==> src/inc/cjb_consts.svh <==
// Constants of the collision jam and backoff block.
// How it works
// - Transmitting and a collision seen on receive: send jam to all stations.
// - Collision in preamble or flag: finish them, jam from next bit time.
// - Collision after the flag: jam starts in the next bit time.
// - Jam lasts as many bit times as the CRC length, 16 or 32.
// - DC jam holds the line low; otherwise send the inverted CRC so far.
// - After the jam go idle; backoff starts once receive line is idle.
// - Three bits pick normal random, alternate random or deterministic.
// - Random modes shift a one into the collision count from the right.
// - Backoff counter loads collision count AND pseudo-random value.
// - Counter drops each slot, is read only, blocks transmit while nonzero outside the deterministic own-slot window.
// - Count overflow or FIFO touched: clear enable, flag error, no restart.
// - Normal mode counts at line idle; alternate waits for interframe space.
// - Slot clock counts bit times, ticks at one, reloads; zero gives 256.
// - Slot time writes set reload only; reads return the live count.
// - Slot assignment holds slot 0..63 plus DC jam and deterministic bits.
// - Deterministic: no shift, still AND load, count after interframe space.
// - Software loads all ones; the value holds until reset or rewrite.
// - Counter equal to own slot opens the restart window for one slot.
// - Deterministic: receive activity freezes the count until idle and space.
// - Collision during deterministic countdown restarts the whole sequence.
// - Slot zero is nobody's; it contends when the counter reaches zero.
// - A bit time is eight clocks from reset on.
`ifndef CJB_CONSTS_SVH
`define CJB_CONSTS_SVH

// ==========================================================
// Register offsets
`define CJB_OFF_SLOT 3'h0
`define CJB_OFF_CCNT 3'h1
`define CJB_OFF_PSEUDO_RANDOM_VALUE 3'h2
`define CJB_OFF_BACKOFF_COUNTDOWN 3'h3
`define CJB_OFF_STIME 3'h4
`define CJB_OFF_TXSTAT 3'h5

// ==========================================================
// Field positions
`define CJB_DCJ_BIT 7
`define CJB_DCR_BIT 6
`define CJB_TEN_BIT 0
`define CJB_ERR_BIT 1

// ==========================================================
// Reset values
`define CJB_SLOT_RST 8'h00
`define CJB_CCNT_RST 8'h00
`define CJB_PSEUDO_RANDOM_VALUE_RST 8'hff
`define CJB_STIME_RST 8'h00

// ==========================================================
// Timing
`define CJB_CLK_NS 10
`define CJB_BIT_CLKS 8
`define CJB_JAM16 6'h10
`define CJB_JAM32 6'h20

`endif

==> src/inc/cjb_pkg.sv <==
// Types of the collision jam and backoff block.
package cjb_pkg;

  // Gray codes along idle, jam, quiet, wait space, backoff.
  typedef enum logic [2:0] {
    CJB_IDLE = 3'h0,
    CJB_PEND = 3'h4,
    CJB_JAM = 3'h1,
    CJB_QUIET = 3'h3,
    CJB_WIFS = 3'h2,
    CJB_BOFF = 3'h6
  } cjb_state_e;

  typedef logic [7:0] cjb_byte_t;

endpackage

==> src/logic/cjb_core.sv <==
// Collision jam, backoff counters and registers of the serial channel.
`timescale 1ns/100ps
module cjb_core (
  // Clock and reset
  input wire logic clk,
  input wire logic rst_b,
  // Register port
  input wire logic [2:0] reg_addr,
  input wire logic [7:0] reg_wdata,
  input wire logic reg_wr,
  input wire logic reg_rd,
  output logic [7:0] reg_rdata,
  // Channel mode bits
  input wire logic backoff_mode_high,
  input wire logic backoff_mode_low,
  input wire logic crc32_sel,
  // Transmitter status
  input wire logic tx_active,
  input wire logic tx_preamble_flag,
  input wire logic tx_fifo_taken,
  input wire logic tx_data,
  input wire logic [31:0] tx_crc,
  // Line status from the receiver
  input wire logic collision_det,
  input wire logic line_idle,
  input wire logic ifs_expired,
  // Line pins
  input wire logic rx_line_pin,
  output logic tx_line_pin,
  // Results
  output logic jam_active,
  output logic transmit_enable_bit,
  output logic tx_permit,
  output logic restart_window,
  output logic restart_req
);
  import cjb_pkg::*;
  `include "cjb_consts.svh"

  // ==========================================================
  // Declarations
  cjb_state_e state_reg, state_next;
  logic [2:0] div_reg;
  logic [2:0] rx_sync_reg;
  logic rx_stable_reg, ten_reg, err_reg, abort_reg, jam_on_reg, jam_bit_reg;
  cjb_byte_t slot_reg, ccount_reg, backoff_countdown_reg;
  cjb_byte_t stime_rel_reg, stime_cnt_reg, rdata_reg;
  logic [5:0] jam_cnt_reg;
  logic [31:0] crc_hold_reg;
  cjb_byte_t pseudo_random_value, ccount_next, backoff_countdown_next;
  logic bit_tick, slot_tick, rx_act;
  logic det_mode, alt_mode, dc_jam_select;
  logic counting, col_tx, col_restart, col_idle, load_evt;
  logic overflow, abort_now, jam_tick, bk_done;
  logic wr_slot, wr_ccnt, wr_pseudo_random_value, wr_stime, wr_stat;

  // ==========================================================
  // Bit time and pin sampling
  // eight clocks per bit
  assign bit_tick = (div_reg == 3'h7);
  always_ff @(posedge clk or negedge rst_b) begin
    if (!rst_b) begin
      div_reg <= 3'h0;
    end else begin
      div_reg <= div_reg + 3'h1;
    end
  end

  // The first sampling stage feeds only the second one.
  always_ff @(posedge clk or negedge rst_b) begin
    if (!rst_b) begin
      rx_sync_reg <= 3'h7;
      rx_stable_reg <= 1'b1;
    end else begin
      rx_sync_reg <= {rx_sync_reg[1:0], rx_line_pin};
      if (rx_sync_reg[1] == rx_sync_reg[2]) begin
        rx_stable_reg <= rx_sync_reg[2];
      end
    end
  end

  assign rx_act = (rx_sync_reg[1] == rx_sync_reg[2]) &&
                  (rx_sync_reg[2] != rx_stable_reg);

  // ==========================================================
  // Mode decode and events
  // algorithm select
  assign det_mode = slot_reg[`CJB_DCR_BIT] & backoff_mode_high &
                    backoff_mode_low;
  assign alt_mode = !slot_reg[`CJB_DCR_BIT] & backoff_mode_high &
                    backoff_mode_low;
  assign dc_jam_select = slot_reg[`CJB_DCJ_BIT];

  assign counting = (state_reg == CJB_QUIET) || (state_reg == CJB_WIFS) ||
                    (state_reg == CJB_BOFF);
  assign col_tx = collision_det && tx_active &&
                  (state_reg == CJB_IDLE || counting);
  assign col_restart = collision_det && !tx_active && det_mode && counting;
  assign col_idle = collision_det && !tx_active && det_mode &&
                    (state_reg == CJB_IDLE);
  assign load_evt = col_tx || col_restart || col_idle;

  // shift a one in, except in deterministic mode
  assign ccount_next = det_mode ? ccount_reg : {ccount_reg[6:0], 1'b1};
  assign overflow = !det_mode && ccount_reg[7];
  assign abort_now = col_tx && (overflow || tx_fifo_taken);

  // ==========================================================
  // Register decode
  assign wr_slot = reg_wr && (reg_addr == `CJB_OFF_SLOT);
  assign wr_ccnt = reg_wr && (reg_addr == `CJB_OFF_CCNT);
  assign wr_pseudo_random_value = reg_wr && (reg_addr == `CJB_OFF_PSEUDO_RANDOM_VALUE);
  assign wr_stime = reg_wr && (reg_addr == `CJB_OFF_STIME);
  assign wr_stat = reg_wr && (reg_addr == `CJB_OFF_TXSTAT);
  // LFSR stepped per bit while slot bit 6 (deterministic select) is clear
  // value held in deterministic mode until rewritten
  cjb_prng cjb_prng_inst (
    .clk(clk),
    .rst_b(rst_b),
    .step(bit_tick && !slot_reg[`CJB_DCR_BIT]),
    .load(wr_pseudo_random_value),
    .load_val(reg_wdata),
    .value(pseudo_random_value)
  );

  // ==========================================================
  // Sequence control
  assign jam_tick = bit_tick && ((state_reg == CJB_JAM) ||
                    (state_reg == CJB_PEND && !tx_preamble_flag));
  // slot tick when the slot clock is at one
  assign slot_tick = bit_tick && (state_reg == CJB_BOFF) &&
                     (stime_cnt_reg == 8'h01);
  // deterministic zero keeps its slot before release
  assign bk_done = (backoff_countdown_reg == 8'h00) && (!det_mode || slot_tick);

  always_comb begin
    state_next = state_reg;
    unique case (state_reg)
      CJB_IDLE: begin
        // wait for preamble and flag to end
        if (col_tx) begin
          state_next = tx_preamble_flag ? CJB_PEND : CJB_JAM;
        end else if (col_idle) begin
          state_next = CJB_QUIET;
        end
      end
      CJB_PEND: begin
        if (jam_tick) begin
          state_next = CJB_JAM;
        end
      end
      CJB_JAM: begin
        // after the jam wait for quiet, or go idle on abort
        if (bit_tick && jam_cnt_reg == 6'h00) begin
          state_next = abort_reg ? CJB_IDLE : CJB_QUIET;
        end
      end
      CJB_QUIET: begin
        // normal mode counts at idle, others wait for space
        if (col_tx) begin
          state_next = tx_preamble_flag ? CJB_PEND : CJB_JAM;
        end else if (col_restart) begin
          state_next = CJB_QUIET;
        end else if (line_idle) begin
          state_next = (det_mode || alt_mode) ? CJB_WIFS : CJB_BOFF;
        end
      end
      CJB_WIFS: begin
        if (col_tx) begin
          state_next = tx_preamble_flag ? CJB_PEND : CJB_JAM;
        end else if (col_restart) begin
          state_next = CJB_QUIET;
        end else if (ifs_expired) begin
          state_next = CJB_BOFF;
        end
      end
      CJB_BOFF: begin
        if (col_tx) begin
          state_next = tx_preamble_flag ? CJB_PEND : CJB_JAM;
        end else if (col_restart || (det_mode && rx_act)) begin
          state_next = CJB_QUIET;
        end else if (bk_done) begin
          state_next = CJB_IDLE;
        end
      end
    endcase
  end

  always_ff @(posedge clk or negedge rst_b) begin
    if (!rst_b) begin
      state_reg <= CJB_IDLE;
    end else begin
      state_reg <= state_next;
    end
  end

  // ==========================================================
  // Jam generator
  // length follows the CRC size
  // DC low or inverted CRC, MSB first
  always_ff @(posedge clk or negedge rst_b) begin
    if (!rst_b) begin
      jam_cnt_reg <= 6'h00;
      crc_hold_reg <= 32'h0000_0000;
      jam_on_reg <= 1'b0;
      jam_bit_reg <= 1'b1;
      abort_reg <= 1'b0;
    end else if (col_tx) begin
      jam_cnt_reg <= crc32_sel ? `CJB_JAM32 : `CJB_JAM16;
      crc_hold_reg <= tx_crc;
      abort_reg <= abort_now;
    end else if (jam_tick) begin
      jam_on_reg <= (jam_cnt_reg != 6'h00);
      jam_bit_reg <= dc_jam_select ? 1'b0 :
                     ~crc_hold_reg[5'(jam_cnt_reg - 6'h01)];
      if (jam_cnt_reg != 6'h00) begin
        jam_cnt_reg <= jam_cnt_reg - 6'h01;
      end
    end
  end
  assign jam_active = jam_on_reg;
  assign tx_line_pin = jam_on_reg ? jam_bit_reg : tx_data;

  // ==========================================================
  // Backoff and slot counters
  // load count AND pseudo-random value
  // drop once per slot while nonzero
  assign backoff_countdown_next = load_evt ? (ccount_next & pseudo_random_value) :
                      (slot_tick && backoff_countdown_reg != 8'h00) ?
                      backoff_countdown_reg - 8'h01 : backoff_countdown_reg;
  always_ff @(posedge clk or negedge rst_b) begin
    if (!rst_b) begin
      backoff_countdown_reg <= 8'h00;
      stime_cnt_reg <= `CJB_STIME_RST;
    end else begin
      backoff_countdown_reg <= backoff_countdown_next;
      // reload at one, zero reload runs 256 bits
      if (load_evt || slot_tick) begin
        stime_cnt_reg <= stime_rel_reg;
      end else if (bit_tick && state_reg == CJB_BOFF) begin
        stime_cnt_reg <= stime_cnt_reg - 8'h01;
      end
    end
  end

  // ==========================================================
  // Software registers
  // Hardware events win over a write in the same cycle, except the LFSR step, which a pseudo-random value write overrides.
  always_ff @(posedge clk or negedge rst_b) begin
    if (!rst_b) begin
      slot_reg <= `CJB_SLOT_RST;
      ccount_reg <= `CJB_CCNT_RST;
      stime_rel_reg <= `CJB_STIME_RST;
      ten_reg <= 1'b0;
      err_reg <= 1'b0;
    end else begin
      // slot in low six bits, jam and mode bits above
      if (wr_slot) begin
        slot_reg <= reg_wdata;
      end
      // software may set the highest slot here
      if (col_tx || col_restart || col_idle) begin
        ccount_reg <= ccount_next;
      end else if (wr_ccnt) begin
        ccount_reg <= reg_wdata;
      end
      // writes reach only the reload value
      if (wr_stime) begin
        stime_rel_reg <= reg_wdata;
      end
      // clear enable and flag the error
      if (abort_now) begin
        ten_reg <= 1'b0;
        err_reg <= 1'b1;
      end else if (wr_stat) begin
        ten_reg <= reg_wdata[`CJB_TEN_BIT];
        err_reg <= err_reg & ~reg_wdata[`CJB_ERR_BIT];
      end
    end
  end
  // reads see the live slot count
  always_ff @(posedge clk or negedge rst_b) begin
    if (!rst_b) begin
      rdata_reg <= 8'h00;
    end else if (reg_rd) begin
      unique case (reg_addr)
        `CJB_OFF_SLOT: rdata_reg <= slot_reg;
        `CJB_OFF_CCNT: rdata_reg <= ccount_reg;
        `CJB_OFF_PSEUDO_RANDOM_VALUE: rdata_reg <= pseudo_random_value;
        `CJB_OFF_BACKOFF_COUNTDOWN: rdata_reg <= backoff_countdown_reg;
        `CJB_OFF_STIME: rdata_reg <= stime_cnt_reg;
        `CJB_OFF_TXSTAT: rdata_reg <= {6'h00, err_reg, ten_reg};
        default: rdata_reg <= 8'h00;
      endcase
    end
  end
  assign reg_rdata = rdata_reg;

  // ==========================================================
  // Restart control
  // window while the count equals the own slot in deterministic mode, else at zero
  assign restart_window = (state_reg == CJB_BOFF) && (det_mode ?
                          (backoff_countdown_reg == {2'h0, slot_reg[5:0]}) :
                          (backoff_countdown_reg == 8'h00));
  assign restart_req = (state_reg == CJB_BOFF) && bk_done &&
                       !col_tx && !rx_act && !abort_reg;
  assign transmit_enable_bit = ten_reg;
  // no transmit while the count is nonzero, except in the deterministic own-slot window
  assign tx_permit = ten_reg && !jam_on_reg && (restart_window ||
                     (state_reg == CJB_IDLE && backoff_countdown_reg == 8'h00));

  logic [5:0] jam_len_reg;
  always_ff @(posedge clk or negedge rst_b) begin
    if (!rst_b) begin
      jam_len_reg <= 6'h00;
    end else if (col_tx) begin
      jam_len_reg <= 6'h00;
    end else if (jam_tick && jam_cnt_reg != 6'h00) begin
      jam_len_reg <= jam_len_reg + 6'h01;
    end
  end
endmodule

==> src/logic/cjb_prng.sv <==
// Pseudo-random byte source for the backoff load.
`timescale 1ns/100ps
module cjb_prng (
  // Clock and reset
  input wire logic clk,
  input wire logic rst_b,
  // Control
  input wire logic step,
  input wire logic load,
  input wire cjb_pkg::cjb_byte_t load_val,
  // Value
  output cjb_pkg::cjb_byte_t value
);
  import cjb_pkg::*;
  `include "cjb_consts.svh"

  cjb_byte_t value_reg;
  cjb_byte_t value_next;
  logic fb;

  // Taps 8, 6, 5, 4 give a maximal sequence of 255 states.
  assign fb = value_reg[7] ^ value_reg[5] ^ value_reg[4] ^ value_reg[3];
  assign value_next = load ? load_val :
                      step ? {value_reg[6:0], fb} : value_reg;
  assign value = value_reg;

  always_ff @(posedge clk or negedge rst_b) begin
    if (!rst_b) begin
      value_reg <= `CJB_PSEUDO_RANDOM_VALUE_RST;
    end else begin
      value_reg <= value_next;
    end
  end
endmodule

==> config.mk <==
export PLATFORM = sky130hd
export DESIGN_NAME = cjb_core
export DESIGN_NICKNAME = d
export VERILOG_FILES = /design/src/inc/cjb_pkg.sv /design/src/logic/cjb_core.sv /design/src/logic/cjb_prng.sv
export VERILOG_INCLUDE_DIRS = /design/src /design/src/inc
export SDC_FILE = /design/constraint.sdc
export NUM_CORES = 1
export LEC_CHECK = 0
export BUFFER_PORTS_ARGS = -buffer_cell sky130_fd_sc_hd__buf_2
export CAP_MARGIN = 20
export CORE_ASPECT_RATIO = 1.1
export CORE_MARGIN = 2
export CORE_UTILIZATION = 60
export CTS_CLUSTER_SIZE = 25
export DETAILED_ROUTE_END_ITERATION = 7
export PLACE_DENSITY = 0.93
export SYNTH_ARGS = -nofsm -noshare
export SYNTH_HDL_FRONTEND = slang
export SYNTH_SLANG_ARGS = --single-unit
export TNS_END_PERCENT = 10
==> constraint.sdc <==
create_clock -name clk -period 4.9 [get_ports clk]
set_input_delay 0.245 -clock clk [delete_from_list [all_inputs] [get_ports clk]]
set_output_delay 0.245 -clock clk [all_outputs]
set_load 0.005 [all_outputs]
Word-level counts from Yosys, hierarchy flattened. Cells that the tools add are included.

Flip-flop bits (word level): 109. Latch bits: 0. Bits in writable memories: 0. Memory bits (read-only): 0. Output and inout port bits: 14. Logic and storage cells: 163. Memories: 0.

$add $sub $neg: 4. Multiply operators: 0. Divide/modulo/power cells: 0. $lt $le $gt $ge: 1. Eq/ne operators: 21. Shift operators: 0. Muxes and demuxes: 40. Bitwise logic cells: 12. Reductions and logical operators: 67.

Operator list (count): 8-bit 2-to-1 mux (9); 8-bit case mux with 6 select lines (1); 3-bit 2-to-1 mux (15); 1-bit logical AND (31); 6-bit 2-to-1 mux (4); 3-bit case mux with 6 select lines (1); 8-bit by 1-bit subtractor with 8-bit output, second input constant (2); 3-bit == test, second input constant (5); 2-bit nonzero test (7); 3-bit by 2-bit == test with 1-bit output, second input constant (4); 1-bit logical OR (12); 4-bit != test, second input constant (3); 8-bit bitwise AND (1); 8-bit by 1-bit == test with 1-bit output, second input constant (1); 8-bit by 6-bit == test with 1-bit output (1); 1-bit logical NOT (8); 8-bit logical NOT (1); 1-bit 2-to-1 mux (8); 8-bit nonzero test (1); 3-bit by 1-bit == test with 1-bit output, second input constant (2); 3-bit logical NOT (2); 6-bit logical NOT (1); 5-bit by 6-bit < comparator with 1-bit output, second input constant (1); 6-bit AND reduction (1); 14 further kinds (23).

Logic depth before layout (Yosys ltp).
Depth after elaboration: 9. Mapped depth: 10. Mapped depth without buffers: 8.

Cells and area by module. Synthesis repeated with hierarchy kept, for this count alone.

Cell total of the unflattened synthesis: 637. Area total of the unflattened synthesis: 6107.1 um^2.

By module, submodules not included: cjb_core (times used 1, cells an instance 599, area an instance 5703.0 um^2, seq. area each 2533.7 um^2); cjb_prng (times used 1, cells an instance 38, area an instance 404.1 um^2, seq. area each 210.2 um^2).

Worst setup path before layout. No wires, ideal clock.

Kind: register to register. From: register jam_cnt_reg[0]. To: register jam_bit_reg. Arrival: 2322 ps. Slack: 2505 ps. Stages on the path, launching flop included: 10. Buffers on the path: 2. Period minus slack after synthesis: 2395 ps. Path through: dfrtp_1 > buf_2 > inv_1 > ha_1 > buf_1 > mux4_2 > mux2_2 > a2bb2oi_1 > o21a_1 > a21oi_1.

Longest elaborated chain between the ends: 5.

RTL lines: start, declared (line cjb_core.sv:48) `logic [5:0] jam_cnt_reg;`; start signal, assigned (line cjb_core.sv:209) `` jam_cnt_reg <= crc32_sel ? `CJB_JAM32 : `CJB_JAM16; ``; start signal, assigned (line cjb_core.sv:217) `jam_cnt_reg <= jam_cnt_reg - 6'h01;`; 6-bit by 1-bit subtractor with 6-bit output; 1-bit binary-select mux with 5-bit select (line cjb_core.sv:215) `~crc_hold_reg[5'(jam_cnt_reg - 6'h01)];`; 1-bit 2-to-1 mux (implied by the code) (line cjb_core.sv:215); 1-bit inverter (line cjb_core.sv:215); 1-bit 2-to-1 mux (line cjb_core.sv:214) `jam_bit_reg <= dc_jam_select ? 1'b0 :`; end signal, assigned (line cjb_core.sv:214); end, declared (line cjb_core.sv:45) `logic rx_stable_reg, ten_reg, err_reg, abort_reg, jam_on_reg, jam_bit_reg;`.

No other way between the ends. The select of a mux whose other input is x is not followed. A chain may end at the register's enable or synchronous reset.

Final worst setup path.
From: register state_reg[0]. To: register stime_cnt_reg[4].

Longest elaborated chain between the ends: 9.

RTL lines: start, declared (line cjb_core.sv:42) `cjb_state_e state_reg, state_next;`; start signal, assigned (line cjb_core.sv:193) `state_reg <= state_next;`; 3-bit by 2-bit == test with 1-bit output (line cjb_core.sv:94) `assign counting = (state_reg == CJB_QUIET) || (state_reg == CJB_WIFS) ||`; 1-bit logical OR (2 in series) (line cjb_core.sv:94); 1-bit logical OR (line cjb_core.sv:97) `(state_reg == CJB_IDLE || counting);`; 1-bit logical AND (line cjb_core.sv:96) `assign col_tx = collision_det && tx_active &&`; 1-bit logical OR (2 in series) (line cjb_core.sv:101) `assign load_evt = col_tx || col_restart || col_idle;`; 1-bit logical OR (line cjb_core.sv:238) `if (load_evt || slot_tick) begin`; 8-bit 2-to-1 mux / 2-bit nonzero test (equally long branches); end signal, assigned (line cjb_core.sv:234) `` stime_cnt_reg <= `CJB_STIME_RST; ``; end signal, assigned (line cjb_core.sv:239) `stime_cnt_reg <= stime_rel_reg;`; end signal, assigned (line cjb_core.sv:241) `stime_cnt_reg <= stime_cnt_reg - 8'h01;`; end, declared (line cjb_core.sv:47) `cjb_byte_t stime_rel_reg, stime_cnt_reg, rdata_reg;`.

Several ways; a longest one is shown, not always the timed one.

==> flow_summary_export.csv <==
group,metric,value,unit
sta,clock_skew,14.6,ps
critical_path,cp_data_arrival_time,3240,ps
global_route,via_count_of_the_first_global_routing_pass,4793,
sta,finalMaxSlewViolations,0,
drt,post_drt_via_cell_ratio,6.15,
drt,finalWirelength,14100,microns
sta,finalHoldWorstSlack,-2.15,ps
clock_network,tritoncts.num_buffers,9,
floorplan,core_region_area,9750,sq um
critical_path,startpoint_type,"flop",
synth,yosys_register_bits,109,
critical_path,crit_path_cell_trace,"a21boi_0, o221ai_1, nand2b_1, or2_1, o21ai_1, a221o_1",
clock_network,post-cts-setup-buffer-count,0,
synth,number_of_synthesized_flops_with_an_enable_pin,0,
floorplan,boundaryPins,72,
sta,finalWorstPathRequiredPeriod,2920,ps
synth,synth.cell_area,5910,sq um
sta,measured_slew_at_the_worst_slew_check_pin,1030,ps
global_route,grt_overflow,0,
drt,drtAntennaViolNets,0,
place,gp_routability_congestion,0.999,
synth,yosys_warnings,0,
critical_path,crit_type,"flop to flop",
critical_path,cp_top_delay_family,"compound AO/OA/AOI/OAI gates",
critical_path,worstPathRequired,5230,ps
synth,synthArstFlopShare,1.00,
clock_network,clockRootBuffer,"clkbuf_8",
power_and_ir_drop,static-leakage-power,2.99,nW
global_route,antenna_found_initial,0,
power_and_ir_drop,vdd_drop_max,342,uV
clock_network,ctsLongestPathBuffers,2,
clock_network,worst_setup_hold_path_clk_slew,110,ps
floorplan,die_outline_area,10700,sq um
critical_path,critPathMaxStageDelay,760,ps
critical_path,cp_max_fo,19,
floorplan,die_width,98.7,microns
drt,drt_first_pass_iters,5,
power_and_ir_drop,cellPowerDensity,545,nW/um^2
drt,post_drt_wl_per_cell,17.5,microns
drt,detail_route.drc_violations,0,
clock_network,clock_insertion_delay_worst_skew,390,ps
floorplan,rows,38,
sta,hold_viol,1,
floorplan,floorplan.initialDensity,0.607,
outcome,failed_checks,"hold timing",
sta,timing.fmax,343,MHz
place,port-buffer-count,71,
worst_hold_path,worst_hold_path_type,"primary input to asynchronous set/reset pin",
synth,postSynthNetCount,696,
sta,slew_headroom,0.312,
cells_and_area,syn2layout_area_growth,10.1,%
critical_path,crit_slowest_cell,"o221ai_1",
cells_and_area,fillers,751,
drt,detailedRoute.firstIterationViolations,303,
sta,final-setup-viol-count,0,
synth,post_synth_main_area_contributors,"dfrtp_1 41%, nand2_1 8.9%, dfstp_2 5.8%, o21ai_0 4.4%, mux2i_1 4.2%",
synth,yosysSeqAreaShare,0.464,
outcome,result_of_the_run,"complete, but fails checks",
sta,grt_setup_unrepaired,"no",
global_route,grt_pass1_wl,23300,microns
synth,synthesized_area_per_cell,9.39,sq um
cells_and_area,nets,747,
clock_network,cts.htree.levels,3,
place,place_hpwl,10100,microns
synth,synth_top_area_cell,"dfrtp_1",
cells_and_area,largest_register_ff_count,32,
clock_network,cts_sinks,109,
synth,main_flop_type_after_synthesis,"dfrtp_1",
sta,min_period_over_period,0.595,
critical_path,timing.critical_path.to_type,"flop",
sta,fin_tns_setup,0,ps
global_route,globalRouteTotalUtil,0.277,
floorplan,floorplan.die.height,108,microns
clock_network,cts_tree,"done",
cells_and_area,drive_above_1_share,0.207,
flow_run,max_cap_violations,0,
drt,dr_total_vias,4958,
synth,unique_masters_post_synth,63,
synth,postSynthCellCount,630,
critical_path,cp.buffers_inverters,0,
global_route,grt_max_degree,78,
cells_and_area,num_antenna_cells,0,
synth,netlist.area_leader.share,0.406,
## synth_stat cells, types with 7 or more instances
cell / n
nand2_1: 140
dfrtp_1: 96
o21ai_0: 52
a21oi_1: 34
nor2_1: 31
mux2i_1: 25
clkbuf_1: 23
inv_1: 22
mux2_2: 21
nand3_1: 16
dfstp_2: 13
xor2_1: 12
nor3_1: 11
mux4_2: 10
ha_1: 8
xnor2_1: 8
buf_2: 7
## worst reg2reg max path, stage by stage (launching register included)
cell and delay [ps]:
dfrtp_1 580, a21boi_0 260, o221ai_1 760, nand2b_1 580, or2_1 400, o21ai_1 140, a221o_1 150
## cells in the final DEF, fill, tap and decap left out, types with 10 or more instances in the layout
| cell | synthesis | layout |
|---|---|---|
| nand2_1 | 140 | 140 |
| dfrtp_1 | 96 | 96 |
| buf_2 | 7 | 70 |
| o21ai_0 | 52 | 52 |
| a21oi_1 | 34 | 34 |
| nor2_1 | 31 | 31 |
| mux2i_1 | 25 | 25 |
| inv_1 | 22 | 22 |
| mux2_2 | 21 | 21 |
| nand3_1 | 16 | 16 |
| dfstp_2 | 13 | 13 |
| xor2_1 | 12 | 12 |
| nor3_1 | 11 | 11 |
| mux4_2 | 10 | 10 |
## cell type report
class	instances	area (sq um)	area share
clock inverter	6	72.6	0.0111
timing repair buffer	76	398	0.0611
clock buffer	10	128	0.0196
inverter	22	82.6	0.0127
sequential	109	2740	0.421
tap	120	150	0.0231
multi-input combinational	463	2940	0.451
## path summary, 6_finish.rpt
path	startpoint	to	slack (ps)	cells past startpoint
max	state_reg[0]	stime_cnt_reg[4]	1980	6
min	rst_b	backoff_countdown_reg[0]	-2	1
max reg2reg	state_reg[0]	stime_cnt_reg[4]	1980	6
min reg2reg	rx_sync_reg[0]	rx_sync_reg[1]	360	0
max in group asynchronous	rst_b	rx_sync_reg[0]	3910	2
min in group clk	tx_crc[19]	crc_hold_reg[19]	30	3
## logic make-up after synthesis
group,count (synthesis),synth area share
buf+inv,58,0.0396
mux,56,0.120
xor+xnor,20,0.0296
compound gates,136,0.143
flops,109,0.464
simple gates,242,0.185
fa+ha+maj,9,0.0186
## stage by stage
stage	instances	setup slack, ps	utilization	total power [mW]	cell area (sq um)
after floorplan	630	2510	-	2.59	5910
after CTS	806	2040	0.668	3.54	6510
final	806	1980	0.668	3.55	6510
after global routing	806	1710	0.668	3.80	6510
after global placement	789	2220	0.646	2.88	6300
after detailed placement	789	2100	0.646	2.97	6300
## what timing repair did
| action | 4_1_cts | 5_1_grt |
|---|---|---|
| hold buffers | 1 | 0 |
| endpoints found under the setup margin | 0 | 0 |
| hold endpoints to repair | 1 | 0 |
| resized for setup | 0 | 0 |
## routing by layer
metal / vias to the layer above / wire [microns] / global-route usage
li1: 2299 / - / -
met1: 2355 / 5730 / 0.347
met2: 239 / 6760 / 0.454
met3: 65 / 934 / 0.0524
met4: 0 / 691 / 0.156
met5: - / 0 / 0
## power breakdown
part | leakage (nW) | internal [mW] | switching (mW) | total [mW]
Sequential | 1.30 | 1.26 | 0.373 | 1.63
Combinational | 1.60 | 0.643 | 0.709 | 1.35
Clock | 0.0906 | 0.241 | 0.326 | 0.567
Total | 2.99 | 2.14 | 1.41 | 3.55
No activity file was read; power rests on OpenSTA's default activity.
